[config.mk]
export PLATFORM = sky130hd
export DESIGN_NAME = rtdsc_dev_flat
export DESIGN_NICKNAME = d
export VERILOG_FILES = /design/src/shared/rtdsc_pkg.sv /design/src/shared/rtdsc_if.sv /design/src/hdl/rtdsc_dev.sv /design/src/flat_wrapper.sv
export SDC_FILE = /design/constraint.sdc
export NUM_CORES = 2
export LEC_CHECK = 0
export BUFFER_PORTS_ARGS = -buffer_cell sky130_fd_sc_hd__buf_2
export CORE_ASPECT_RATIO = 2
export CORE_MARGIN = 2
export CORE_UTILIZATION = 50
export CTS_CLUSTER_SIZE = 16
export DETAILED_ROUTE_END_ITERATION = 10
export HOLD_SLACK_MARGIN = 0.15
export PLACE_DENSITY = 0.74
export SLEW_MARGIN = 10
export SYNTH_ARGS = -nofsm -noshare
export SYNTH_HDL_FRONTEND = slang
export SYNTH_SLANG_ARGS = --single-unit
[constraint.sdc]
create_clock -name clock -period 11.35 [get_ports clock]
set_input_delay 1.7025 -clock clock [delete_from_list [all_inputs] [get_ports clock]]
set_output_delay 1.7025 -clock clock [all_outputs]
set_load 0.02 [all_outputs]
[src/shared/rtdsc_pkg.sv]
package rtdsc_pkg;
	// =========================================================
	// Geometry
	localparam int NUM_CH  = 8;
	localparam int CH_W    = 3;
	localparam int ADC_W   = 14;
	localparam int TEMP_W  = 16;
	localparam int GRP_W   = 3;
	localparam int KEY_W   = 8;
	localparam int SLOT_AW = 4;
	localparam int SLOT_N  = 16;

	// =========================================================
	// Timing
	localparam longint CLK_HZ         = 100_000_000;
	localparam longint CAL_PERIOD_S   = 60;
	localparam longint CAL_PERIOD_CYC = CAL_PERIOD_S * CLK_HZ;
	localparam int     CAL_TMR_W      = 33;

	// =========================================================
	// Converter source select
	localparam logic [1:0] SEL_INPUT = 2'h0;
	localparam logic [1:0] SEL_REF_A = 2'h1;
	localparam logic [1:0] SEL_REF_B = 2'h2;

	// =========================================================
	// Reference limits and calibration
	localparam logic [13:0] REF_A_NOM  = 14'h1000;
	localparam logic [13:0] REF_B_NOM  = 14'h2800;
	localparam logic [13:0] REF_TOL    = 14'h0200;
	localparam int          SCL_FRAC   = 12;
	localparam logic [15:0] SCL_UNITY  = 16'h1000;
	localparam logic [24:0] CAL_NUM    = 25'(REF_B_NOM - REF_A_NOM) << SCL_FRAC;
	localparam logic [4:0]  DIV_STEPS  = 5'h19;
	localparam logic [13:0] CODE_MAX   = 14'h3FFF;

	// =========================================================
	// Linearisation: code LSB is 1/512 ohm, result LSB is 0.1 degC
	localparam int RES_STEPS_PER_OHM = 512;
	localparam int T_GAIN_X100       = 2595;
	localparam int T_OFS_X10         = 2345;
	localparam int SLOPE_NUM         = 519;
	localparam int SLOPE_SH          = 10;
	localparam int LUT_SEG_SH        = 6;
	localparam int LUT_N             = 256;

	// =========================================================
	// Result memory layout
	localparam int          SLOT_TEMP_OFS  = 0;
	localparam int          SLOT_STAT_OFS  = 1;
	localparam int          STAT_FAULT_BIT = 0;
	localparam logic [15:0] SLOT_RESET     = 16'h0000;

	localparam int LAG_TAU_MIN_X1000 = 200;

	typedef logic signed [15:0] rtdsc_lut_t [0:LUT_N-1];

	function automatic rtdsc_lut_t rtdsc_lut_build();
		rtdsc_lut_t lut;
		for (int i = 0; i < LUT_N; i++)
		begin
			lut[i] = 16'((((i << LUT_SEG_SH) * SLOPE_NUM) >> SLOPE_SH) - T_OFS_X10);
		end
		return lut;
	endfunction : rtdsc_lut_build
endpackage : rtdsc_pkg

[src/shared/rtdsc_if.sv]
interface rtdsc_if;
	logic        cfg_wr;
	logic [2:0]  cfg_ch;
	logic [2:0]  cfg_grp;
	logic        init_done;
	logic        host_led_req;
	logic        key_stb;
	logic [7:0]  key;
	logic        rd_en;
	logic [3:0]  rd_addr;
	logic [15:0] rd_data;
	logic        rd_ack;
	logic        fault_led;

	modport dev (input cfg_wr, cfg_ch, cfg_grp, init_done, host_led_req, key_stb, key,
		rd_en, rd_addr, output rd_data, rd_ack, fault_led);
	modport host (output cfg_wr, cfg_ch, cfg_grp, init_done, host_led_req, key_stb, key,
		rd_en, rd_addr, input rd_data, rd_ack, fault_led);
endinterface : rtdsc_if

[src/hdl/rtdsc_dev.sv]
module rtdsc_dev #(
	parameter longint CAL_PERIOD_CYC = rtdsc_pkg::CAL_PERIOD_CYC
) (
	input  wire logic        clock,      // System clock
	input  wire logic        resetn,     // Sync reset
	rtdsc_if.dev             bus,        // Host side
	output logic [2:0]       chan_sel,   // Channel switch select
	output logic [1:0]       ref_sel,    // Input or reference
	output logic             conv_start, // Convert pulse
	input  wire logic        adc_valid,  // Conversion done
	input  wire logic [13:0] adc_data    // Converter code
);
	// =========================================================
	// State
	typedef enum logic [3:0] {
		ST_IDLE, ST_SCAN_SEL, ST_SCAN_WAIT, ST_SCAN_CORR, ST_SCAN_LIN,
		ST_CAL_SEL, ST_CAL_WAIT, ST_CAL_DIV, ST_CAL_FIN
	} rtdsc_st_e;

	typedef struct packed {
		rtdsc_st_e       st;
		logic [2:0]      ch;
		logic            ph_b;
		logic            post_done;
		logic            post_ok;
		logic            pass_ok;
		logic [7:0]      key_pend;
		logic [7:0]      due;
		logic [32:0]     cal_tmr;
		logic            cal_due;
		logic [13:0]     raw;
		logic [13:0]     raw_a;
		logic [13:0]     corr;
		logic [13:0]     div_d;
		logic [14:0]     div_r;
		logic [24:0]     div_q;
		logic [4:0]      div_n;
		logic [7:0][2:0] grp;
		logic [7:0][15:0] scale;
		logic [7:0][15:0] ofs;
		logic [15:0][15:0] mem;
		logic            led;
		logic [2:0]      chan_sel;
		logic [1:0]      ref_sel;
		logic            conv_start;
		logic [15:0]     rd_data;
		logic            rd_ack;
	} rtdsc_dev_s;

	localparam rtdsc_pkg::rtdsc_lut_t LUT = rtdsc_pkg::rtdsc_lut_build();

	rtdsc_dev_s q;
	rtdsc_dev_s d;

	// =========================================================
	// Datapath helpers
	logic [29:0]        prod;
	logic signed [19:0] corr_s;
	logic [2:0]         first_due;
	logic [7:0]         due_new;
	logic [14:0]        div_sh;
	logic               in_lim;
	logic [13:0]        nom;
	logic [29:0]        prod_a;
	logic [15:0]        lin;

	always_comb
	begin
		prod      = 30'(q.raw) * 30'(q.scale[q.ch]);
		corr_s    = 20'(prod >> rtdsc_pkg::SCL_FRAC) + 20'(signed'(q.ofs[q.ch]));
		prod_a    = 30'(q.raw_a) * 30'(q.div_q[15:0]);
		// Segment base plus in-segment slope; copper law in 0.1 degC
		lin       = 16'(LUT[q.corr[13:6]])
			+ 16'((20'(q.corr[5:0]) * 20'(rtdsc_pkg::SLOPE_NUM)) >> rtdsc_pkg::SLOPE_SH);
		first_due = 3'h0;
		for (int i = rtdsc_pkg::NUM_CH - 1; i >= 0; i--)
		begin
			if (q.due[i])
				first_due = 3'(i);
		end
		for (int i = 0; i < rtdsc_pkg::NUM_CH; i++)
		begin
			due_new[i] = q.key_pend[q.grp[i]];
		end
		div_sh = {q.div_r[13:0], q.div_q[24]};
		nom    = q.ph_b ? rtdsc_pkg::REF_B_NOM : rtdsc_pkg::REF_A_NOM;
		in_lim = (adc_data >= nom - rtdsc_pkg::REF_TOL)
			&& (adc_data <= nom + rtdsc_pkg::REF_TOL);
	end

	// =========================================================
	// Next state
	always_comb
	begin
		d            = q;
		d.conv_start = 1'b0;
		// Host read port, always served
		d.rd_ack     = bus.rd_en;
		d.rd_data    = q.mem[bus.rd_addr];
		if (bus.cfg_wr)
			d.grp[bus.cfg_ch] = bus.cfg_grp;
		// Minute timer
		if (q.cal_tmr == 33'(CAL_PERIOD_CYC - 1))
		begin
			d.cal_tmr = '0;
		end
		else
		begin
			d.cal_tmr = q.cal_tmr + 33'h000000001;
		end
		case (q.st)
			ST_IDLE:
			begin
				if (q.cal_due)
				begin
					d.cal_due = 1'b0;
					d.ch      = 3'h0;
					d.ph_b    = 1'b0;
					d.pass_ok = 1'b1;
					d.st      = ST_CAL_SEL;
				end
				else if (|q.key_pend)
				begin
					d.due      = due_new;
					d.key_pend = '0;
					d.st       = |due_new ? ST_SCAN_SEL : ST_IDLE;
				end
			end
			ST_SCAN_SEL:
			begin
				d.ch         = first_due;
				d.chan_sel   = first_due;
				d.ref_sel    = rtdsc_pkg::SEL_INPUT;
				d.conv_start = 1'b1;
				d.st         = ST_SCAN_WAIT;
			end
			ST_SCAN_WAIT:
			begin
				if (adc_valid)
				begin
					d.raw = adc_data;
					d.st  = ST_SCAN_CORR;
				end
			end
			ST_SCAN_CORR:
			begin
				if (corr_s < 0)
					d.corr = '0;
				else if (corr_s > 20'(rtdsc_pkg::CODE_MAX))
					d.corr = rtdsc_pkg::CODE_MAX;
				else
					d.corr = corr_s[13:0];
				d.st = ST_SCAN_LIN;
			end
			ST_SCAN_LIN:
			begin
				d.mem[{q.ch, 1'b0}] = lin;
				d.due[q.ch]         = 1'b0;
				d.st                = (q.due & ~(8'h01 << q.ch)) != '0 ? ST_SCAN_SEL : ST_IDLE;
			end
			ST_CAL_SEL:
			begin
				d.chan_sel   = q.ch;
				d.ref_sel    = q.ph_b ? rtdsc_pkg::SEL_REF_B : rtdsc_pkg::SEL_REF_A;
				d.conv_start = 1'b1;
				d.st         = ST_CAL_WAIT;
			end
			ST_CAL_WAIT:
			begin
				if (adc_valid)
				begin
					if (!in_lim)
						d.pass_ok = 1'b0;
					if (!q.ph_b)
					begin
						d.raw_a = adc_data;
						d.mem[{q.ch, 1'b1}][rtdsc_pkg::STAT_FAULT_BIT] = !in_lim;
						d.ph_b  = 1'b1;
						d.st    = ST_CAL_SEL;
					end
					else
					begin
						if (!in_lim)
							d.mem[{q.ch, 1'b1}][rtdsc_pkg::STAT_FAULT_BIT] = 1'b1;
						d.div_d = adc_data - q.raw_a;
						d.div_q = rtdsc_pkg::CAL_NUM;
						d.div_r = '0;
						d.div_n = rtdsc_pkg::DIV_STEPS;
						d.st    = ST_CAL_DIV;
					end
				end
			end
			ST_CAL_DIV:
			begin
				// Restoring divide: scale = nominal span over measured span
				d.div_q = {q.div_q[23:0], 1'b0};
				d.div_r = div_sh;
				if (div_sh >= {1'b0, q.div_d})
				begin
					d.div_r    = div_sh - {1'b0, q.div_d};
					d.div_q[0] = 1'b1;
				end
				d.div_n = q.div_n - 5'h01;
				if (q.div_n == 5'h01)
					d.st = ST_CAL_FIN;
			end
			ST_CAL_FIN:
			begin
				// Faulted channel keeps its last good constants
				if (!q.mem[{q.ch, 1'b1}][rtdsc_pkg::STAT_FAULT_BIT])
				begin
					d.scale[q.ch] = q.div_q[15:0];
					d.ofs[q.ch]   = 16'(rtdsc_pkg::REF_A_NOM) - 16'(prod_a >> rtdsc_pkg::SCL_FRAC);
				end
				d.ph_b = 1'b0;
				d.ch   = q.ch + 3'h1;
				d.st   = ST_CAL_SEL;
				if (q.ch == 3'h7)
				begin
					d.st = ST_IDLE;
					if (!q.post_done)
					begin
						d.post_done = 1'b1;
						d.post_ok   = q.pass_ok;
					end
				end
			end
			default:
			begin
				d.st = ST_IDLE;
			end
		endcase
		// Events win over the clears above
		if (q.cal_tmr == 33'(CAL_PERIOD_CYC - 1))
			d.cal_due = 1'b1;
		if (bus.key_stb)
			d.key_pend = d.key_pend | bus.key;
		d.led = !(q.post_done && q.post_ok && bus.init_done && !bus.host_led_req);
	end

	// =========================================================
	// Registers
	always_ff @(posedge clock)
	begin
		if (!resetn)
		begin
			q         <= '0;
			q.st      <= ST_CAL_SEL;
			q.pass_ok <= 1'b1;
			q.led     <= 1'b1;
			for (int i = 0; i < rtdsc_pkg::NUM_CH; i++)
			begin
				q.scale[i] <= rtdsc_pkg::SCL_UNITY;
			end
		end
		else
		begin
			q <= d;
		end
	end

	assign chan_sel      = q.chan_sel;
	assign ref_sel       = q.ref_sel;
	assign conv_start    = q.conv_start;
	assign bus.rd_data   = q.rd_data;
	assign bus.rd_ack    = q.rd_ack;
	assign bus.fault_led = q.led;
endmodule : rtdsc_dev

[src/flat_wrapper.sv]
// flat-port wrapper written by rule: the top's interface ports become plain ports
module rtdsc_dev_flat 
#(
	parameter longint CAL_PERIOD_CYC = rtdsc_pkg::CAL_PERIOD_CYC
)
  (clock, resetn, chan_sel, ref_sel, conv_start, adc_valid, adc_data, bus_cfg_wr, bus_cfg_ch, bus_cfg_grp, bus_init_done, bus_host_led_req, bus_key_stb, bus_key, bus_rd_en, bus_rd_addr, bus_rd_data, bus_rd_ack, bus_fault_led);
  rtdsc_if bus_i ();
  input  wire logic clock;
  input  wire logic resetn;
  output logic [2:0] chan_sel;
  output logic [1:0] ref_sel;
  output logic conv_start;
  input  wire logic adc_valid;
  input  wire logic [13:0] adc_data;
  input wire logic [$bits(bus_i.cfg_wr)-1:0] bus_cfg_wr;
  input wire logic [$bits(bus_i.cfg_ch)-1:0] bus_cfg_ch;
  input wire logic [$bits(bus_i.cfg_grp)-1:0] bus_cfg_grp;
  input wire logic [$bits(bus_i.init_done)-1:0] bus_init_done;
  input wire logic [$bits(bus_i.host_led_req)-1:0] bus_host_led_req;
  input wire logic [$bits(bus_i.key_stb)-1:0] bus_key_stb;
  input wire logic [$bits(bus_i.key)-1:0] bus_key;
  input wire logic [$bits(bus_i.rd_en)-1:0] bus_rd_en;
  input wire logic [$bits(bus_i.rd_addr)-1:0] bus_rd_addr;
  output wire logic [$bits(bus_i.rd_data)-1:0] bus_rd_data;
  output wire logic [$bits(bus_i.rd_ack)-1:0] bus_rd_ack;
  output wire logic [$bits(bus_i.fault_led)-1:0] bus_fault_led;
  assign bus_i.cfg_wr = bus_cfg_wr;
  assign bus_i.cfg_ch = bus_cfg_ch;
  assign bus_i.cfg_grp = bus_cfg_grp;
  assign bus_i.init_done = bus_init_done;
  assign bus_i.host_led_req = bus_host_led_req;
  assign bus_i.key_stb = bus_key_stb;
  assign bus_i.key = bus_key;
  assign bus_i.rd_en = bus_rd_en;
  assign bus_i.rd_addr = bus_rd_addr;
  assign bus_rd_data = bus_i.rd_data;
  assign bus_rd_ack = bus_i.rd_ack;
  assign bus_fault_led = bus_i.fault_led;
  rtdsc_dev #(.CAL_PERIOD_CYC(CAL_PERIOD_CYC)) u_core (.clock(clock), .resetn(resetn), .bus(bus_i), .chan_sel(chan_sel), .ref_sel(ref_sel), .conv_start(conv_start), .adc_valid(adc_valid), .adc_data(adc_data));
endmodule
==> flow_metrics.env <==
export IMPL_p_leak_nw=18.8
export IMPL_power_density_mw_per_mm2=103
export IMPL_synth_seq_area_share_pct=28.1
export IMPL_ys_ff_latch=601
export IMPL_worst_r2r_cell_count=38
export IMPL_cts_max_level=2
export IMPL_grt_max_degree=156
export IMPL_synth_top_area_share_pct=28.1
export IMPL_utilization_pct=53.8
export IMPL_cts_buffers=52
export IMPL_drtIter0Drc=2829
export IMPL_holdBufCountCts=0
export IMPL_final_net_count=5640
export IMPL_finalHoldViolCount=0
export IMPL_slowest_stage="fa_1"
export IMPL_portBuffers=63
export IMPL_crit_path_max_fanout=16
export IMPL_cts_tree="done"
export IMPL_viasPerCell=5.93
export IMPL_synth_main_ff_cell="dfxtp_1"
export IMPL_worstPathArrival_ps=11130
export IMPL_clock_sinks=601
export IMPL_timing_fmax_ghz=0.0941
export IMPL_synth_edf_count=0
export IMPL_die_area_mm2=0.0882
export IMPL_grt_pass1_wl_um=197000
export IMPL_num_rows=151
export IMPL_drc=0
export IMPL_fin_tns_setup_ps=0
export IMPL_place_inst=6005
export IMPL_wl_per_cell_um=20.5
export IMPL_synth_commonest_cells="nand2_1 (951), dfxtp_1 (601), a21oi_1 (443), inv_1 (424), nor2_1 (405)"
export IMPL_cap_violations=0
export IMPL_synth_most_common_cell="nand2_1"
export IMPL_layout_cells_non_filler=6108
export IMPL_period_share_pct=93.6
export IMPL_gp_congestion=0.954
export IMPL_core_area_mm2=0.0848
export IMPL_crit_top_cell="fa_1"
export IMPL_vias=36200
export IMPL_crit_path_max_incr_delay_ps=540
export IMPL_grt_remaining_overflow=0
export IMPL_area_growth_pct=6.44
export IMPL_die_h_um=418
export IMPL_root_buffer="clkbuf_16"
export IMPL_clk_pin_slew_ps=70
export IMPL_critPathKind="flip-flop to flip-flop"
export IMPL_grt_pass1_vias=36700
export IMPL_worst_pin_slew_ps=1270
export IMPL_clk_latency_ps=640
export IMPL_synth_async_reset_ratio_pct=0
export IMPL_synth_area_leaders="dfxtp_1 (28%), fa_1 (16%), nand2_1 (8.3%), ha_1 (8.0%), a21oi_1 (5.2%)"
export IMPL_io_pins=64
export IMPL_antenna_found_initial=4
export IMPL_whs_path_depth=2
export IMPL_wl_um=125000
export IMPL_worstSetupStartpointType="flip-flop"
export IMPL_period_minus_slack_ps=10620
export IMPL_synth_top_area_cell="dfxtp_1"
export IMPL_drive_above_1_share_pct=6.87
export IMPL_synth_fp_nets=5777
export IMPL_max_vdd_ir_drop_mv=0.139
export IMPL_setup_viol=0
export IMPL_cp_required_ps=11860
export IMPL_grt_usage_pct=28.5
export IMPL_status="finished, final reports clean"
export IMPL_syn_area_per_cell_um2=8.36
export IMPL_final_antenna_net_count=0
export IMPL_netlist_area_mm2=0.0429
export IMPL_dr_pass1_iters=6
export IMPL_dp_final_hpwl_um=91200
export IMPL_critPathCaptureType="flip-flop"
export IMPL_yosysUniqueCellTypes=94
export IMPL_clk_path_buf_depth=3
export IMPL_initial_core_util_pct=50.5
export IMPL_syn_inst=5129
export IMPL_worstHoldPathType="flip-flop to flip-flop"
export IMPL_die_w_um=211
export IMPL_holdWs_ps=454
export IMPL_yosys_warnings=0
export IMPL_final_max_slew_viol_count=0
export IMPL_rsz0062_at_grt="false"
export IMPL_fin_skew_ps=47.6
export IMPL_r2r_setup_slack_ps=730
export IMPL_slew_headroom_pct=15.7
## cells in the final DEF (no fill, tap or decap), types with 9 or more instances in the layout
cell type	n
mux2i_1	59
clkbuf_16	53
fa_1	335
inv_1	423
and2_1	198
a211oi_1	88
nand2_1	951
nand4_1	45
a221oi_1	14
xnor2_1	72
o31ai_1	18
nor3_1	44
a22oi_1	145
ha_1	273
nor2_4	10
a31oi_1	15
o21ai_0	131
or3_1	18
clkinv_2	10
nand2b_1	18
mux2_2	15
clkbuf_1	15
a21oi_1	443
nor2_1	401
nand3_1	96
o21ai_1	15
mux4_2	53
buf_4	85
nor4_1	10
nor2b_1	23
o21bai_1	10
a21o_1	31
and3_1	14
buf_2	63
o211ai_1	9
o21a_1	21
xor2_1	50
dfxtp_1	601
## logic make-up (layout without fill, tap and decap cells)
kind of cell    after synthesis  after routing  synth area share, %
simple gates               1880           1880                 19.2
other cells                   0              2                    0
buf+inv                     765            671                 7.04
mux                         127            127                 4.56
fa+ha+maj                   608            608                 23.6
flops                       601            601                 28.1
compound gates             1023           1023                 14.9
xor+xnor                    125            125                 2.61
## flip-flops by register name, summed over array words and instances, names as in the netlist
name / cells
u_core.chan_sel: 3
u_core.q: 562
u_core.bus.fault_led: 1
u_core.bus.rd_ack: 1
u_core.div_sh: 15
u_core.conv_start: 1
u_core.ref_sel: 2
u_core.bus.rd_data: 16
## final timing paths
path                                            startpoint                    endpoint
worst max register to register  u_core.q[717]$_SDFFE_PN0P_  u_core.q[627]$_SDFFE_PN0P_
worst min register to register  u_core.q[473]$_SDFFE_PN0P_  u_core.q[473]$_SDFFE_PN0P_
worst max-delay path            u_core.q[717]$_SDFFE_PN0P_  u_core.q[627]$_SDFFE_PN0P_
worst min-delay path            u_core.q[473]$_SDFFE_PN0P_  u_core.q[473]$_SDFFE_PN0P_
## worst max-delay path, delay by kind of cell, from the launching register on
family / cells / cell delay, ps
adder cells (fa/ha/maj): 8 / 3720
AO/OA/AOI/OAI: 15 / 3320
AND/OR/NAND/NOR: 8 / 2080
buffers and inverters: 7 / 960
flip-flops: 1 / 410
## cell type report
class	instances	area [um2]
well taps	1071	1340
clock inverters	21	278
diodes	2	5.00
fillers	7700	39200
inverters	426	1610
clock buffers	76	1490
multi-input cells	3763	27900
flip-flops and latches	601	12000
repair buffers	148	953
## through the flow
step	area, um2	setup slack, ps	total power [W]
2_1_floorplan	42900	1530	0.00267
3_3_place_gp	43800	824	0.00283
3_5_place_dp	43800	693	0.00284
4_1_cts	45600	721	0.00470
5_1_grt	45600	96.5	0.00484
6_report	45600	726	0.00468
## what timing repair did
item / in CTS / in global routing
setup buffers: 0 / 4
setup endpoints to repair: 0 / 10
gates resized for setup: 0 / 1
## power breakdown
part	switching (W)	total (W)	internal (W)
clock network	0.000862	0.00188	0.00102
registers	0.0000931	0.00226	0.00217
logic	0.000367	0.000546	0.000179
## routing by layer
metal	vias to the layer above	GRT usage, %	routed length [um]
li1	16800	-	-
met1	17700	29.1	43000
met2	1228	53.6	66700
met3	469	3.45	6420
met4	6	19.3	9180
met5	-	0	37
Note: power is estimated with default switching activity, not from simulation.
